<file path="src/hw/tmc_pkg.sv">
// Shared constants and types for the timer module common core.
package tmc_pkg;

  // ----------------------------------------------------------------
  // Register map (byte registers on the plain register port)
  // ----------------------------------------------------------------
  localparam int unsigned     ADDR_W        = 4;
  localparam int unsigned     DATA_W        = 8;
  localparam logic [3:0]      REG_CTRL0     = 4'h0;
  localparam logic [3:0]      REG_CTRL1     = 4'h1;
  localparam logic [3:0]      REG_CNT_LO    = 4'h2;
  localparam logic [3:0]      REG_CNT_HI    = 4'h3;
  localparam logic [3:0]      REG_CMPA_LO   = 4'h4;
  localparam logic [3:0]      REG_CMPA_HI   = 4'h5;
  localparam logic [3:0]      REG_CMPP      = 4'h6;
  localparam logic [3:0]      REG_INT_STAT  = 4'h7;
  localparam logic [3:0]      REG_INT_MASK  = 4'h8;

  // ----------------------------------------------------------------
  // Field layout and reset values
  // ----------------------------------------------------------------
  localparam logic [7:0]      CTRL0_MASK    = 8'hf8;
  localparam logic [7:0]      CTRL0_RST     = 8'h00;
  localparam logic [7:0]      CTRL1_RST     = 8'h00;
  localparam int unsigned     PAUSE_BIT     = 7;
  localparam int unsigned     CKSEL_LSB     = 4;
  localparam int unsigned     ON_BIT        = 3;
  localparam int unsigned     MODE_LSB      = 6;
  localparam int unsigned     IO_LSB        = 4;
  localparam int unsigned     OC_BIT        = 3;
  localparam int unsigned     POL_BIT       = 2;
  localparam int unsigned     DPX_BIT       = 1;
  localparam int unsigned     CCLR_BIT      = 0;
  localparam int unsigned     INT_A_BIT     = 0;
  localparam int unsigned     INT_P_BIT     = 1;
  localparam logic [1:0]      INT_RST       = 2'h0;

  // ----------------------------------------------------------------
  // Clock source codes and prescaler masks
  // ----------------------------------------------------------------
  localparam logic [2:0]      CK_SYS_DIV4   = 3'h0;
  localparam logic [2:0]      CK_SYS        = 3'h1;
  localparam logic [2:0]      CK_HI_DIV16   = 3'h2;
  localparam logic [2:0]      CK_HI_DIV64   = 3'h3;
  localparam logic [2:0]      CK_SUB_A      = 3'h4;
  localparam logic [2:0]      CK_SUB_B      = 3'h5;
  localparam logic [2:0]      CK_EXT_RISE   = 3'h6;
  localparam logic [2:0]      CK_EXT_FALL   = 3'h7;
  localparam logic [5:0]      DIV4_MASK     = 6'h03;
  localparam logic [5:0]      DIV16_MASK    = 6'h0f;
  localparam logic [5:0]      DIV64_MASK    = 6'h3f;

  // ----------------------------------------------------------------
  // Operating modes and pin-function codes
  // ----------------------------------------------------------------
  localparam logic [1:0]      MODE_CMP      = 2'h0;
  localparam logic [1:0]      MODE_CAP      = 2'h1;
  localparam logic [1:0]      MODE_PWM      = 2'h2;
  localparam logic [1:0]      MODE_TMR      = 2'h3;
  localparam logic [1:0]      IO_CMP_LOW    = 2'h1;
  localparam logic [1:0]      IO_CMP_HIGH   = 2'h2;
  localparam logic [1:0]      IO_CMP_TOGGLE = 2'h3;
  localparam logic [1:0]      IO_PWM_INACT  = 2'h0;
  localparam logic [1:0]      IO_PWM_ACT    = 2'h1;
  localparam logic [1:0]      IO_PWM_RUN    = 2'h2;
  localparam logic [1:0]      IO_PWM_SINGLE = 2'h3;
  localparam logic [1:0]      IO_CAP_RISE   = 2'h0;
  localparam logic [1:0]      IO_CAP_FALL   = 2'h1;
  localparam logic [1:0]      IO_CAP_BOTH   = 2'h2;

  typedef enum logic [0:0] {
    PS_WAIT,
    PS_ACTIVE
  } tmc_pulse_t;

endpackage : tmc_pkg

</file>
<file path="src/hw/tmc_sync_edge.sv">
// Two-stage synchroniser with rising and falling edge detection.
`timescale 1ns/10ps
`default_nettype none

module tmc_sync_edge (
  input  wire logic clk_i,
  input  wire logic rst_i,
  input  wire logic async_i,
  output var  logic rise_o,
  output var  logic fall_o
);

  logic meta_r;
  logic sync_r;
  logic last_r;

  // The first stage feeds only the second; edges are taken after it.
  always_ff @(posedge clk_i) begin
    if (rst_i) begin
      meta_r <= 1'b0;
      sync_r <= 1'b0;
      last_r <= 1'b0;
    end else begin
      meta_r <= async_i;
      sync_r <= meta_r;
      last_r <= sync_r;
    end
  end

  always_comb begin
    rise_o = sync_r & ~last_r;
    fall_o = ~sync_r & last_r;
  end

endmodule : tmc_sync_edge

`default_nettype wire

</file>
<file path="src/hw/tmc_timer_core.sv">
// Standard timer core: counter, two comparators, pins, buffered byte access.
// Notes on behaviour
// Free-running up-counter compared with comparators; match interrupts, may clear, may move pin.
// Separate interrupt sources for comparator A and comparator P matches.
// Three-bit clock select picks system, high-clock ratios, subsidiary or external clock.
// External clock counts on the rising or falling edge chosen by clock select.
// In single pulse mode the external clock pin triggers the pulse.
// Capture input reacts on rising, falling or both edges per pin-function field.
// Periodic variant also captures on its external clock pin in capture mode.
// Inverted output pin always carries the inverse of the true output.
// Compare output mode drives pins low, high or toggles them on match.
// PWM waveform appears on the same true and inverted output pins.
// Software selects timer function in pin-sharing registers before using pins.
// Counter and compare high bytes direct; low bytes through one shared buffer.
// Low-byte compare write fills buffer; high-byte write stores both bytes together.
// High-byte read returns high byte and copies low byte into the buffer.
// Software writes low before high and reads high before low.
// One edge-aligned PWM channel, duty or period adjustable, plus single pulse.
// Sixteen-bit counter; comparator A uses all bits, comparator P upper eight.
// Counter clears when switched on, and on overflow or selected compare match.
// External clock and capture inputs are synchronised before edge detection.
//
// Implementation choices: the placing of the registers and strobed register access.
`timescale 1ns/10ps
`default_nettype none

module tmc_timer_core #(
  parameter int unsigned CNT_W        = 16,
  parameter int unsigned CMPP_W       = 8,
  parameter bit          PERIODIC_CAP = 1'b0
) (
  input  wire logic                       clk_i,
  input  wire logic                       rst_i,
  input  wire logic [tmc_pkg::ADDR_W-1:0] addr_i,
  input  wire logic [tmc_pkg::DATA_W-1:0] wdata_i,
  input  wire logic                       we_i,
  input  wire logic                       re_i,
  output var  logic [tmc_pkg::DATA_W-1:0] rdata_o,
  input  wire logic                       sub_clk_tick_i,
  input  wire logic                       std_timer_ext_clock_in_i,
  input  wire logic                       std_timer_capture_in_i,
  output var  logic                       std_timer_out_true_o,
  output var  logic                       std_timer_out_inverted_o,
  output var  logic                       irq_o
);

  // ----------------------------------------------------------------
  // Elaboration checks
  // ----------------------------------------------------------------
  // Byte access and the upper-byte comparator assume exactly this split.
  if (CNT_W != 16 || CMPP_W != 8) begin : g_bad_width
    $error("tmc_timer_core supports only a 16-bit counter and 8-bit P comparator");
  end

  // ----------------------------------------------------------------
  // State
  // ----------------------------------------------------------------
  logic [7:0]          ctrl0_r, ctrl0_nxt;
  logic [7:0]          ctrl1_r, ctrl1_nxt;
  logic [CNT_W-1:0]    cnt_r, cnt_nxt;
  logic [CNT_W-1:0]    compare_a_value_r, compare_a_value_nxt;
  logic [CMPP_W-1:0]   compare_p_value_r, compare_p_value_nxt;
  logic [7:0]          hold_r, hold_nxt;
  logic [5:0]          presc_r, presc_nxt;
  logic [1:0]          stat_r, stat_nxt;
  logic [1:0]          mask_r, mask_nxt;
  logic                out_r, out_nxt;
  tmc_pkg::tmc_pulse_t pulse_r, pulse_nxt;
  logic [7:0]          rdata_nxt;
  logic                irq_nxt;
  logic                true_r;
  logic                inv_r;

  logic                ext_rise;
  logic                ext_fall;
  logic                cap_rise;
  logic                cap_fall;
  logic                on_w, pause_w, oc_w, pol_w, dpx_w, cclr_w;
  logic [2:0]          cksel_w;
  logic [1:0]          mode_w, io_w;
  logic                tick, tick_ok, match_a, match_p, clr_cnt, cap_evt;
  logic                on_rise, pwm_act;
  logic [1:0]          stat_clr;

  // ----------------------------------------------------------------
  // Pin input synchronisers
  // ----------------------------------------------------------------
  tmc_sync_edge u_ext_sync (
    .clk_i   (clk_i),
    .rst_i   (rst_i),
    .async_i (std_timer_ext_clock_in_i),
    .rise_o  (ext_rise),
    .fall_o  (ext_fall)
  );

  tmc_sync_edge u_cap_sync (
    .clk_i   (clk_i),
    .rst_i   (rst_i),
    .async_i (std_timer_capture_in_i),
    .rise_o  (cap_rise),
    .fall_o  (cap_fall)
  );

  // ----------------------------------------------------------------
  // Counter, comparators and capture
  // ----------------------------------------------------------------
  always_comb begin
    pause_w  = ctrl0_r[tmc_pkg::PAUSE_BIT];
    cksel_w  = ctrl0_r[tmc_pkg::CKSEL_LSB +: 3];
    on_w     = ctrl0_r[tmc_pkg::ON_BIT];
    mode_w   = ctrl1_r[tmc_pkg::MODE_LSB +: 2];
    io_w     = ctrl1_r[tmc_pkg::IO_LSB +: 2];
    oc_w     = ctrl1_r[tmc_pkg::OC_BIT];
    pol_w    = ctrl1_r[tmc_pkg::POL_BIT];
    dpx_w    = ctrl1_r[tmc_pkg::DPX_BIT];
    cclr_w   = ctrl1_r[tmc_pkg::CCLR_BIT];
    presc_nxt = presc_r + 6'h01;
    // The high internal clock is taken as the module clock itself.
    case (cksel_w)
      tmc_pkg::CK_SYS_DIV4: tick = (presc_r & tmc_pkg::DIV4_MASK) == tmc_pkg::DIV4_MASK;
      tmc_pkg::CK_SYS:      tick = 1'b1;
      tmc_pkg::CK_HI_DIV16: tick = (presc_r & tmc_pkg::DIV16_MASK) == tmc_pkg::DIV16_MASK;
      tmc_pkg::CK_HI_DIV64: tick = (presc_r & tmc_pkg::DIV64_MASK) == tmc_pkg::DIV64_MASK;
      tmc_pkg::CK_SUB_A,
      tmc_pkg::CK_SUB_B:    tick = sub_clk_tick_i;
      tmc_pkg::CK_EXT_RISE: tick = ext_rise;
      tmc_pkg::CK_EXT_FALL: tick = ext_fall;
      default:              tick = 1'b0;
    endcase
    tick_ok = on_w && !pause_w && tick;
    // In capture mode register A holds captured values, so it does not compare.
    match_a = tick_ok && mode_w != tmc_pkg::MODE_CAP && cnt_r == compare_a_value_r;
    match_p = tick_ok && cnt_r[CNT_W-1 -: CMPP_W] == compare_p_value_r && cnt_r[7:0] == 8'h00;
    // PWM mode fixes the clearing comparator by the duty/period select.
    if (mode_w == tmc_pkg::MODE_PWM ? dpx_w : cclr_w) begin
      clr_cnt = match_a;
    end else begin
      // A zero P value would pin the counter at zero, so it means run to overflow.
      clr_cnt = match_p && compare_p_value_r != '0;
    end
    case (io_w)
      tmc_pkg::IO_CAP_RISE: cap_evt = cap_rise;
      tmc_pkg::IO_CAP_FALL: cap_evt = cap_fall;
      tmc_pkg::IO_CAP_BOTH: cap_evt = cap_rise | cap_fall;
      default:              cap_evt = 1'b0;
    endcase
    cap_evt = on_w && mode_w == tmc_pkg::MODE_CAP && (cap_evt || (PERIODIC_CAP && ext_rise));
    on_rise = we_i && addr_i == tmc_pkg::REG_CTRL0 && wdata_i[tmc_pkg::ON_BIT] && !on_w;
    if (on_rise) begin
      cnt_nxt = '0;
    end else if (tick_ok) begin
      cnt_nxt = clr_cnt ? '0 : cnt_r + 16'h0001;
    end else begin
      cnt_nxt = cnt_r;
    end
  end

  // ----------------------------------------------------------------
  // Output pin state machine
  // ----------------------------------------------------------------
  always_comb begin
    out_nxt   = out_r;
    pulse_nxt = pulse_r;
    pwm_act   = dpx_w ? (cnt_r[CNT_W-1 -: CMPP_W] < compare_p_value_r) : (cnt_r < compare_a_value_r);
    if (on_rise) begin
      out_nxt   = oc_w;
      pulse_nxt = tmc_pkg::PS_WAIT;
    end else if (on_w) begin
      case (mode_w)
        tmc_pkg::MODE_CMP: begin
          if (match_a) begin
            case (io_w)
              tmc_pkg::IO_CMP_LOW:    out_nxt = 1'b0;
              tmc_pkg::IO_CMP_HIGH:   out_nxt = 1'b1;
              tmc_pkg::IO_CMP_TOGGLE: out_nxt = ~out_r;
              default:                out_nxt = out_r;
            endcase
          end
        end
        tmc_pkg::MODE_PWM: begin
          case (io_w)
            tmc_pkg::IO_PWM_INACT: out_nxt = 1'b0;
            tmc_pkg::IO_PWM_ACT:   out_nxt = 1'b1;
            tmc_pkg::IO_PWM_RUN:   out_nxt = pwm_act;
            default: begin
              if (pulse_r == tmc_pkg::PS_WAIT && ext_rise) begin
                out_nxt   = 1'b1;
                pulse_nxt = tmc_pkg::PS_ACTIVE;
              end else if (pulse_r == tmc_pkg::PS_ACTIVE && match_a) begin
                out_nxt   = 1'b0;
                pulse_nxt = tmc_pkg::PS_WAIT;
              end
            end
          endcase
        end
        default: out_nxt = out_r;
      endcase
    end
  end

  // ----------------------------------------------------------------
  // Register port, byte buffer and interrupts
  // ----------------------------------------------------------------
  always_comb begin
    ctrl0_nxt = ctrl0_r;
    ctrl1_nxt = ctrl1_r;
    compare_a_value_nxt  = compare_a_value_r;
    compare_p_value_nxt  = compare_p_value_r;
    hold_nxt  = hold_r;
    mask_nxt  = mask_r;
    stat_clr  = 2'h0;
    rdata_nxt = 8'h00;
    if (we_i) begin
      case (addr_i)
        tmc_pkg::REG_CTRL0:    ctrl0_nxt = wdata_i & tmc_pkg::CTRL0_MASK;
        tmc_pkg::REG_CTRL1:    ctrl1_nxt = wdata_i;
        tmc_pkg::REG_CMPA_LO:  hold_nxt  = wdata_i;
        tmc_pkg::REG_CMPA_HI:  compare_a_value_nxt  = {wdata_i, hold_r};
        tmc_pkg::REG_CMPP:     compare_p_value_nxt  = wdata_i;
        tmc_pkg::REG_INT_STAT: stat_clr  = wdata_i[1:0];
        tmc_pkg::REG_INT_MASK: mask_nxt  = wdata_i[1:0];
        default:               ctrl0_nxt = ctrl0_r;
      endcase
    end
    if (re_i) begin
      case (addr_i)
        tmc_pkg::REG_CTRL0:    rdata_nxt = ctrl0_r;
        tmc_pkg::REG_CTRL1:    rdata_nxt = ctrl1_r;
        tmc_pkg::REG_CNT_LO,
        tmc_pkg::REG_CMPA_LO:  rdata_nxt = hold_r;
        tmc_pkg::REG_CNT_HI: begin
          rdata_nxt = cnt_r[15:8];
          hold_nxt  = cnt_r[7:0];
        end
        tmc_pkg::REG_CMPA_HI: begin
          rdata_nxt = compare_a_value_r[15:8];
          hold_nxt  = compare_a_value_r[7:0];
        end
        tmc_pkg::REG_CMPP:     rdata_nxt = compare_p_value_r;
        tmc_pkg::REG_INT_STAT: rdata_nxt = {6'h00, stat_r};
        tmc_pkg::REG_INT_MASK: rdata_nxt = {6'h00, mask_r};
        default:               rdata_nxt = 8'h00;
      endcase
    end
    // A capture overrides a software write to register A in the same cycle.
    if (cap_evt) begin
      compare_a_value_nxt = cnt_r;
    end
    // Hardware events win over a write-one clear in the same cycle.
    stat_nxt = stat_r & ~stat_clr;
    stat_nxt[tmc_pkg::INT_A_BIT] = stat_nxt[tmc_pkg::INT_A_BIT] | match_a | cap_evt;
    stat_nxt[tmc_pkg::INT_P_BIT] = stat_nxt[tmc_pkg::INT_P_BIT] | match_p;
    irq_nxt = |(stat_nxt & mask_nxt);
  end

  // ----------------------------------------------------------------
  // Registers
  // ----------------------------------------------------------------
  always_ff @(posedge clk_i) begin
    if (rst_i) begin
      ctrl0_r <= tmc_pkg::CTRL0_RST;
      ctrl1_r <= tmc_pkg::CTRL1_RST;
      cnt_r   <= '0;
      compare_a_value_r  <= '0;
      compare_p_value_r  <= '0;
      hold_r  <= 8'h00;
      presc_r <= 6'h00;
      stat_r  <= tmc_pkg::INT_RST;
      mask_r  <= tmc_pkg::INT_RST;
      out_r   <= 1'b0;
      pulse_r <= tmc_pkg::PS_WAIT;
      rdata_o <= 8'h00;
      irq_o   <= 1'b0;
      true_r  <= 1'b0;
      inv_r   <= 1'b1;
    end else begin
      ctrl0_r <= ctrl0_nxt;
      ctrl1_r <= ctrl1_nxt;
      cnt_r   <= cnt_nxt;
      compare_a_value_r  <= compare_a_value_nxt;
      compare_p_value_r  <= compare_p_value_nxt;
      hold_r  <= hold_nxt;
      presc_r <= presc_nxt;
      stat_r  <= stat_nxt;
      mask_r  <= mask_nxt;
      out_r   <= out_nxt;
      pulse_r <= pulse_nxt;
      rdata_o <= rdata_nxt;
      irq_o   <= irq_nxt;
      true_r  <= out_nxt ^ ctrl1_nxt[tmc_pkg::POL_BIT];
      inv_r   <= ~(out_nxt ^ ctrl1_nxt[tmc_pkg::POL_BIT]);
    end
  end

  always_comb begin
    std_timer_out_true_o     = true_r;
    std_timer_out_inverted_o = inv_r;
  end
endmodule : tmc_timer_core

`default_nettype wire

</file>
<file path="config.mk">
export PLATFORM = sky130hd
export DESIGN_NAME = tmc_timer_core
export DESIGN_NICKNAME = d
export VERILOG_FILES = /design/src/hw/tmc_pkg.sv /design/src/hw/tmc_sync_edge.sv /design/src/hw/tmc_timer_core.sv
export SDC_FILE = /design/constraint.sdc
export NUM_CORES = 1
export LEC_CHECK = 0
export ABC_AREA = 0
export BUFFER_PORTS_ARGS = -buffer_cell sky130_fd_sc_hd__buf_2
export CORE_AREA = 4 4 145 147
export CTS_CLUSTER_DIAMETER = 120
export DETAILED_ROUTE_END_ITERATION = 6
export DIE_AREA = 0 0 149 151
export PLACE_DENSITY = 0.44
export SYNTH_ARGS = -nofsm -noshare
export SYNTH_HDL_FRONTEND = slang
export SYNTH_HIERARCHICAL = 1
export SYNTH_SLANG_ARGS = --single-unit
</file>
<file path="constraint.sdc">
create_clock -name clk_i -period 2.2 [get_ports clk_i]
set_input_delay 0.44 -clock clk_i [delete_from_list [all_inputs] [get_ports clk_i]]
set_output_delay 0.44 -clock clk_i [all_outputs]
set_load 0.03 [all_outputs]
</file>
## After elaboration in Yosys (flattened, before gate mapping)

Cells that the tools add are included.

| storage, ports and cells | value |
|---|---|
| word-level logic and storage cells | 139 |
| input bits | 19 |
| output and inout port bits | 11 |
| bits in registers | 90 |

| operators by class | value |
|---|---|
| magnitude comparators | 2 |
| mux-type cells | 30 |
| eq/ne operators | 26 |
| add/sub/neg operators | 2 |
| reductions and logical operators | 36 |
| bitwise gates (word level) | 21 |

Operator list:

| kind | number |
|---|---|
| 2-to-1 mux 16 bit | 4 |
| case mux 8 bit (8 select lines) | 1 |
| 2-to-1 mux 8 bit | 3 |
| adder 16 x 1 -> 16 bit (second input constant) | 1 |
| == test 16 bit | 1 |
| == test 4 x 3 -> 1 bit (second input constant) | 4 |
| < comparator 16 bit | 1 |
| case mux 8 bit (2 select lines) | 1 |
| logical AND 1 bit | 14 |
| == test 3 bit (second input constant) | 4 |
| 2-to-1 mux 1 bit | 10 |
| OR reduction 2 bit | 5 |
| NOT 1 bit | 9 |
| case mux 1 bit (3 select lines) | 3 |
| == test 2 bit (second input constant) | 4 |
| == test 4 x 2 -> 1 bit (second input constant) | 2 |
| == test 4 bit (second input constant) | 2 |
| == test 8 bit | 1 |
| zero test 8 bit | 1 |
| < comparator 8 bit | 1 |
| 2-to-1 mux 2 bit | 4 |
| AND reduction 2 bit | 4 |
| nonzero test 8 bit | 1 |
| case mux 1 bit (7 select lines) | 1 |
| 21 further kinds | 35 |

## Depth between registers and ports, before layout

| logic depth | value |
|---|---|
| word-level depth | 15 |
| depth in mapped cells | 9 |

## Cells and area by module

Netlist, hierarchy kept.

Modules (own cells, without submodules):

| module | instances | cells an instance | area an instance (sq um) |
|---|---|---|---|
| tmc_timer_core | 1 | 571 | 4698.3 |
| tmc_sync_edge | 2 | 8 | 91.3 |

## Worst setup path before layout

Ideal clock, no wire load.

| path | value |
|---|---|
| kind | register to register |
| from | register cnt_r[11] |
| to | register true_r (netlist: std_timer_out_true_o) |
| buffers on the path | 0 |
| required time | 2080 ps |
| library setup time | 120 ps |
| stages on the path, launching flop included | 9 |
| arrival time | 2280 ps |
| setup slack | -200 ps |
| cells stage by stage | dfxtp_1 ha_1 nand4_1 nor4_1 nand2_1 or3_1 a22o_1 mux2_4 or2_1 |

| on the way | value |
|---|---|
| cells in the longest elaborated chain, start to end | 10 |
| elaborated cells on any way between the ends | 14 |
| those cells by class | order compare (2); eq/ne (1); mux (8); bitwise (1); reduce/logical (2) |

RTL lines:

| element | RTL line | source |
|---|---|---|
| from (decl) | tmc_timer_core.sv:60 | `logic [CNT_W-1:0] cnt_r, cnt_nxt;` |
| from (signal assigned) | tmc_timer_core.sv:279 | `cnt_r <= cnt_nxt;` |
| branches (longest 6 deep; another with < comparator 16 bit) | n/a |  |
| case mux 1 bit (2 select lines) (*) | tmc_timer_core.sv:169 | `case (mode_w)` |
| 2-to-1 mux 1 bit (*) | tmc_timer_core.sv:168 | `end else if (on_w) begin` |
| 2-to-1 mux 1 bit (*) | tmc_timer_core.sv:165 | `if (on_rise) begin` |
| bitwise XOR 1 bit (*) | tmc_timer_core.sv:290 | `true_r <= out_nxt ^ ctrl1_nxt[tmc_pkg::POL_BIT];` |
| to (signal assigned) | tmc_timer_core.sv:290 |  |
| to (decl) | tmc_timer_core.sv:71 | `logic true_r;` |

Every way passes the cells marked *.
A chain may end at the register's enable or synchronous reset.

## Final worst setup path

| path | value |
|---|---|
| from | register compare_a_value_r[9] |
| to | register true_r (netlist: std_timer_out_true_o) |

| on the way | value |
|---|---|
| cells in the longest elaborated chain, start to end | 10 |
| elaborated cells on any way between the ends | 13 |
| those cells by class | order compare (1); eq/ne (1); mux (8); bitwise (1); reduce/logical (2) |

RTL lines:

| element | RTL line | source |
|---|---|---|
| from (decl) | tmc_timer_core.sv:61 | `logic [CNT_W-1:0] compare_a_value_r, compare_a_value_nxt;` |
| from (signal assigned) | tmc_timer_core.sv:280 | `compare_a_value_r <= compare_a_value_nxt;` |
| branches (longest 6 deep; another with < comparator 16 bit) | n/a |  |
| case mux 1 bit (2 select lines) (*) | tmc_timer_core.sv:169 |  |
| 2-to-1 mux 1 bit (*) | tmc_timer_core.sv:168 |  |
| 2-to-1 mux 1 bit (*) | tmc_timer_core.sv:165 |  |
| bitwise XOR 1 bit (*) | tmc_timer_core.sv:290 |  |

Marks and branches as above.

==> metrics.md <==
| Metric | Value |
|---|---|
| CP Capture Type | `flip-flop` |
| Placed Instances | `around 950` |
| Crit path launch type | `flip-flop` |
| Die Span Y | `151 um` |
| Htree depth | `3` |
| Cell Count, Final, Fillers Out | `976` |
| Relative slew margins | `59.3%` |
| PD cells | `556 nW/um^2` |
| Area contributors post-synth | `dfxtp_1 37%, mux2i_1 7.6%, ha_1 6.9%, nor2_1 5.8%, nand2_1 4.2%` |
| Initial antenna violation count | `0` |
| Ys async rst share | `0%` |
| TritonRoute pass-1 iters | `5` |
| Syn Inst Count | `587` |
| Reg2Reg Setup Slack | `-0.23 ns` |
| CTS clock-pin slew for the worst setup and hold paths | `0.06 ns` |
| Placed inst area | `6040 um^2` |
| Cell Chain, Critical Path | `inv_2 > ha_4 > nand4_1 > nor4_2 > buf_4 > nand2_4 > or3_1 > a22o_1 > mux2_4 > or2_1` |
| CTS tree | `done` |
| Average size of a mapped cell | `8.32 um^2` |
| Place WS | `-0.315 ns` |
| RSZ-0062 raised after global routing | `yes` |
| Synth area leader | `dfxtp_1` |
| Xor and xnor area share after synthesis | `between 3 and 4%` |
| Minimum clock period | `~2.4 ns` |
| Status | `complete, but fails checks` |
| Critical path's top delay family | `simple AND/OR/NAND/NOR gates` |
| CTS Buf Count | `9` |
| Final WL | `17100 um` |
| Number of synthesized register bits | `90` |
| Max Fanout on Critical Path | `3` |
| Fmax | `411 MHz` |
| Initial Utilization | `24.5%` |
| Vias post-DR | `4798` |
| Die Span X | `149 um` |
| # DRC | `0` |
| Layout cells sized above 1 | `31.7%` |
| CTS Hold Bufs | `0` |
| Critical Path AT | `approximately 2.7 ns` |
| Synth Warn # | `6` |
| GRT Residual Overflow | `0` |
| Worst endpoint required time | `~2.4 ns` |
| Setup violations, final | `9` |
| CP peak stage delay | `0.34 ns` |
| Post-layout instance area | `6770 um^2` |
| Multiplexer share of the synthesized area | `9.05%` |
| Yosys top cell area share | `36.9%` |
| First-pass GRT wire length | `26800 um` |
| DR iter-0 viols | `~250` |
| Crit Path Class | `reg -> reg` |
| Crit path buffers/inverters | `2` |
| Port-buffer cells | `29` |
| Peak VDD IR | `0.335 mV` |
| Vias per cell | `4.92` |
| Post-synth top flop | `dfxtp_1` |
| Layout Nets | `747` |
| Synth Area in Compound Gates | `approximately 16%` |
| Clock root buffer | `clkbuf_16` |
| Number of max-cap violations | `0` |
| Lkg Pwr | `0.00274 uW` |
| Area share of and/or/nand/nor cells after synthesis | `22.9%` |
| Number of antenna-violating nets in the routed design | `0` |
| Area growth syn-to-layout | `38.6%` |
| Gpl congestion | `0.878` |
| Hold_ws | `0.293 ns` |
| Max stage delay cell, worst path | `dfxtp_2` |
| Largest net degree at the start of global routing | `33` |
| Syn Nets | `633` |
| CTS Sinks | `90` |
| Sequential fraction of the synthesis area | `36.9%` |
| Post-route clock period utilization | `110%` |
| Synth unique cells | `53` |
| DP Wirelength | `13200 um` |
| Main combinational cell family by area after synthesis | `simple AND/OR/NAND/NOR gates` |
| Clock skew | `0.00601 ns` |
| Worst slew pin tran | `0.610 ns` |
| Final Slew Violations | `0` |
| CORE AREA | `around 20000 um^2` |
| Total inserted antenna cells | `0` |
| Worst Slack Setup Final | `-0.230 ns` |
| Clock Latency Late Sink | `0.35 ns` |
| Number of synthesized flops with an enable pin | `0` |
| Final hold violations | `0` |
| Wire per inst | `17.6 um` |
| Violated checks | `negative setup slack` |
| Vias in the first global route | `about 4800` |
| IO Pins | `30` |
| Adder-cell area share of the yosys netlist | `around 6.9%` |
| Mapped Area | `4880 um^2` |
| Cell Rows | `52` |
| Die area | `between 20000 and 25000 um^2` |
| HP Class | `in -> reg` |
| GRT Overall Usage | `15.6%` |
| CTS Buffer Depth | `2` |
## cells in the final DEF (no fill, tap or decap), types with 11 or more instances in the layout
cell type / Yosys / routed
buf_4: 0 / 99
dfxtp_1: 90 / 73
nor2_1: 76 / 65
nand2_1: 55 / 52
mux2i_1: 37 / 37
nand3_1: 34 / 33
buf_2: 4 / 29
inv_1: 30 / 24
nor2b_1: 22 / 22
a21oi_1: 21 / 18
a311oi_1: 16 / 16
dfxtp_2: 0 / 15
ha_1: 27 / 14
ha_4: 0 / 13
xnor2_1: 11 / 11
## sequential cells by signal, summed over array words and instances (netlist names), 2 cells and up
name,cells
cnt_r,16
compare_a_value_r,16
compare_p_value_r,8
ctrl1_r,8
hold_r,8
rdata_o,8
presc_r,6
ctrl0_r,5
mask_r,2
stat_r,2
## kinds of logic after synthesis
| kind of cell | Yosys count |
|---|---|
| AND/OR/NAND/NOR | 238 |
| flip-flops | 90 |
| buffers and inverters | 62 |
| XOR/XNOR | 20 |
| AO/OA/AOI/OAI | 107 |
| adder cells (fa/ha/maj) | 27 |
| multiplexers | 43 |
## stage by stage
| stage | utilization, % | TNS [ns] | total power, uW |
|---|---|---|---|
| after global placement | 30.4 | -1.90 | 1990 |
| after CTS | 33.4 | -0.482 | 3800 |
| after global routing | 34.0 | -2.28 | 3890 |
| after floorplan | - | -0.221 | 1850 |
| after detailed placement | 30.4 | -2.29 | 1990 |
| final | 34.0 | -0.513 | 3760 |
## report_power, final
part | internal (uW) | switching [uW]
sequential | 1650 | 13.8
clock | 1110 | 682
combinational | 121 | 188
## metal layers
layer	up-vias	GRT usage (%)	part of all wire, %
met3	35	2.39	4.6
met5	-	0	0
met2	132	26.3	48
li1	2324	-	-
met4	0	7.32	3.7
met1	2307	19.6	44
## area by class of cell
class	count	area, um^2
Timing Repair Buffer	135	985
Clock inverter	7	118
Inverter	30	113
Fill cell	2146	13100
Tap cell	270	338
Sequential cell	90	1830
Clock buffer	9	225
Multi-Input combinational cell	435	3160
## final timing paths
kind / start / end / depth (start not counted)
max: compare_a_value_r[9] / std_timer_out_true_o / 10
min: std_timer_ext_clock_in_i / u_ext_sync/meta_r / 2
max reg2reg: compare_a_value_r[9] / std_timer_out_true_o / 10
min reg2reg: u_ext_sync/meta_r / u_ext_sync/sync_r / 1
## what timing repair did
action	CTS	global route
hold endpoints to repair	0	0
pin swaps	12	24
setup buffers	5	3
resized for setup	41	35
gates cloned	1	0
endpoints found under the setup margin	20	20
## synth_stat cells, types with 10 or more instances
cell,instances
a21oi_1,21
a311oi_1,16
clkbuf_1,24
dfxtp_1,90
ha_1,27
inv_1,30
mux2i_1,37
nand2_1,55
nand3_1,34
nor2_1,76
nor2b_1,22
nor3_1,10
xnor2_1,11
No activity file was read; power rests on OpenSTA's default activity.
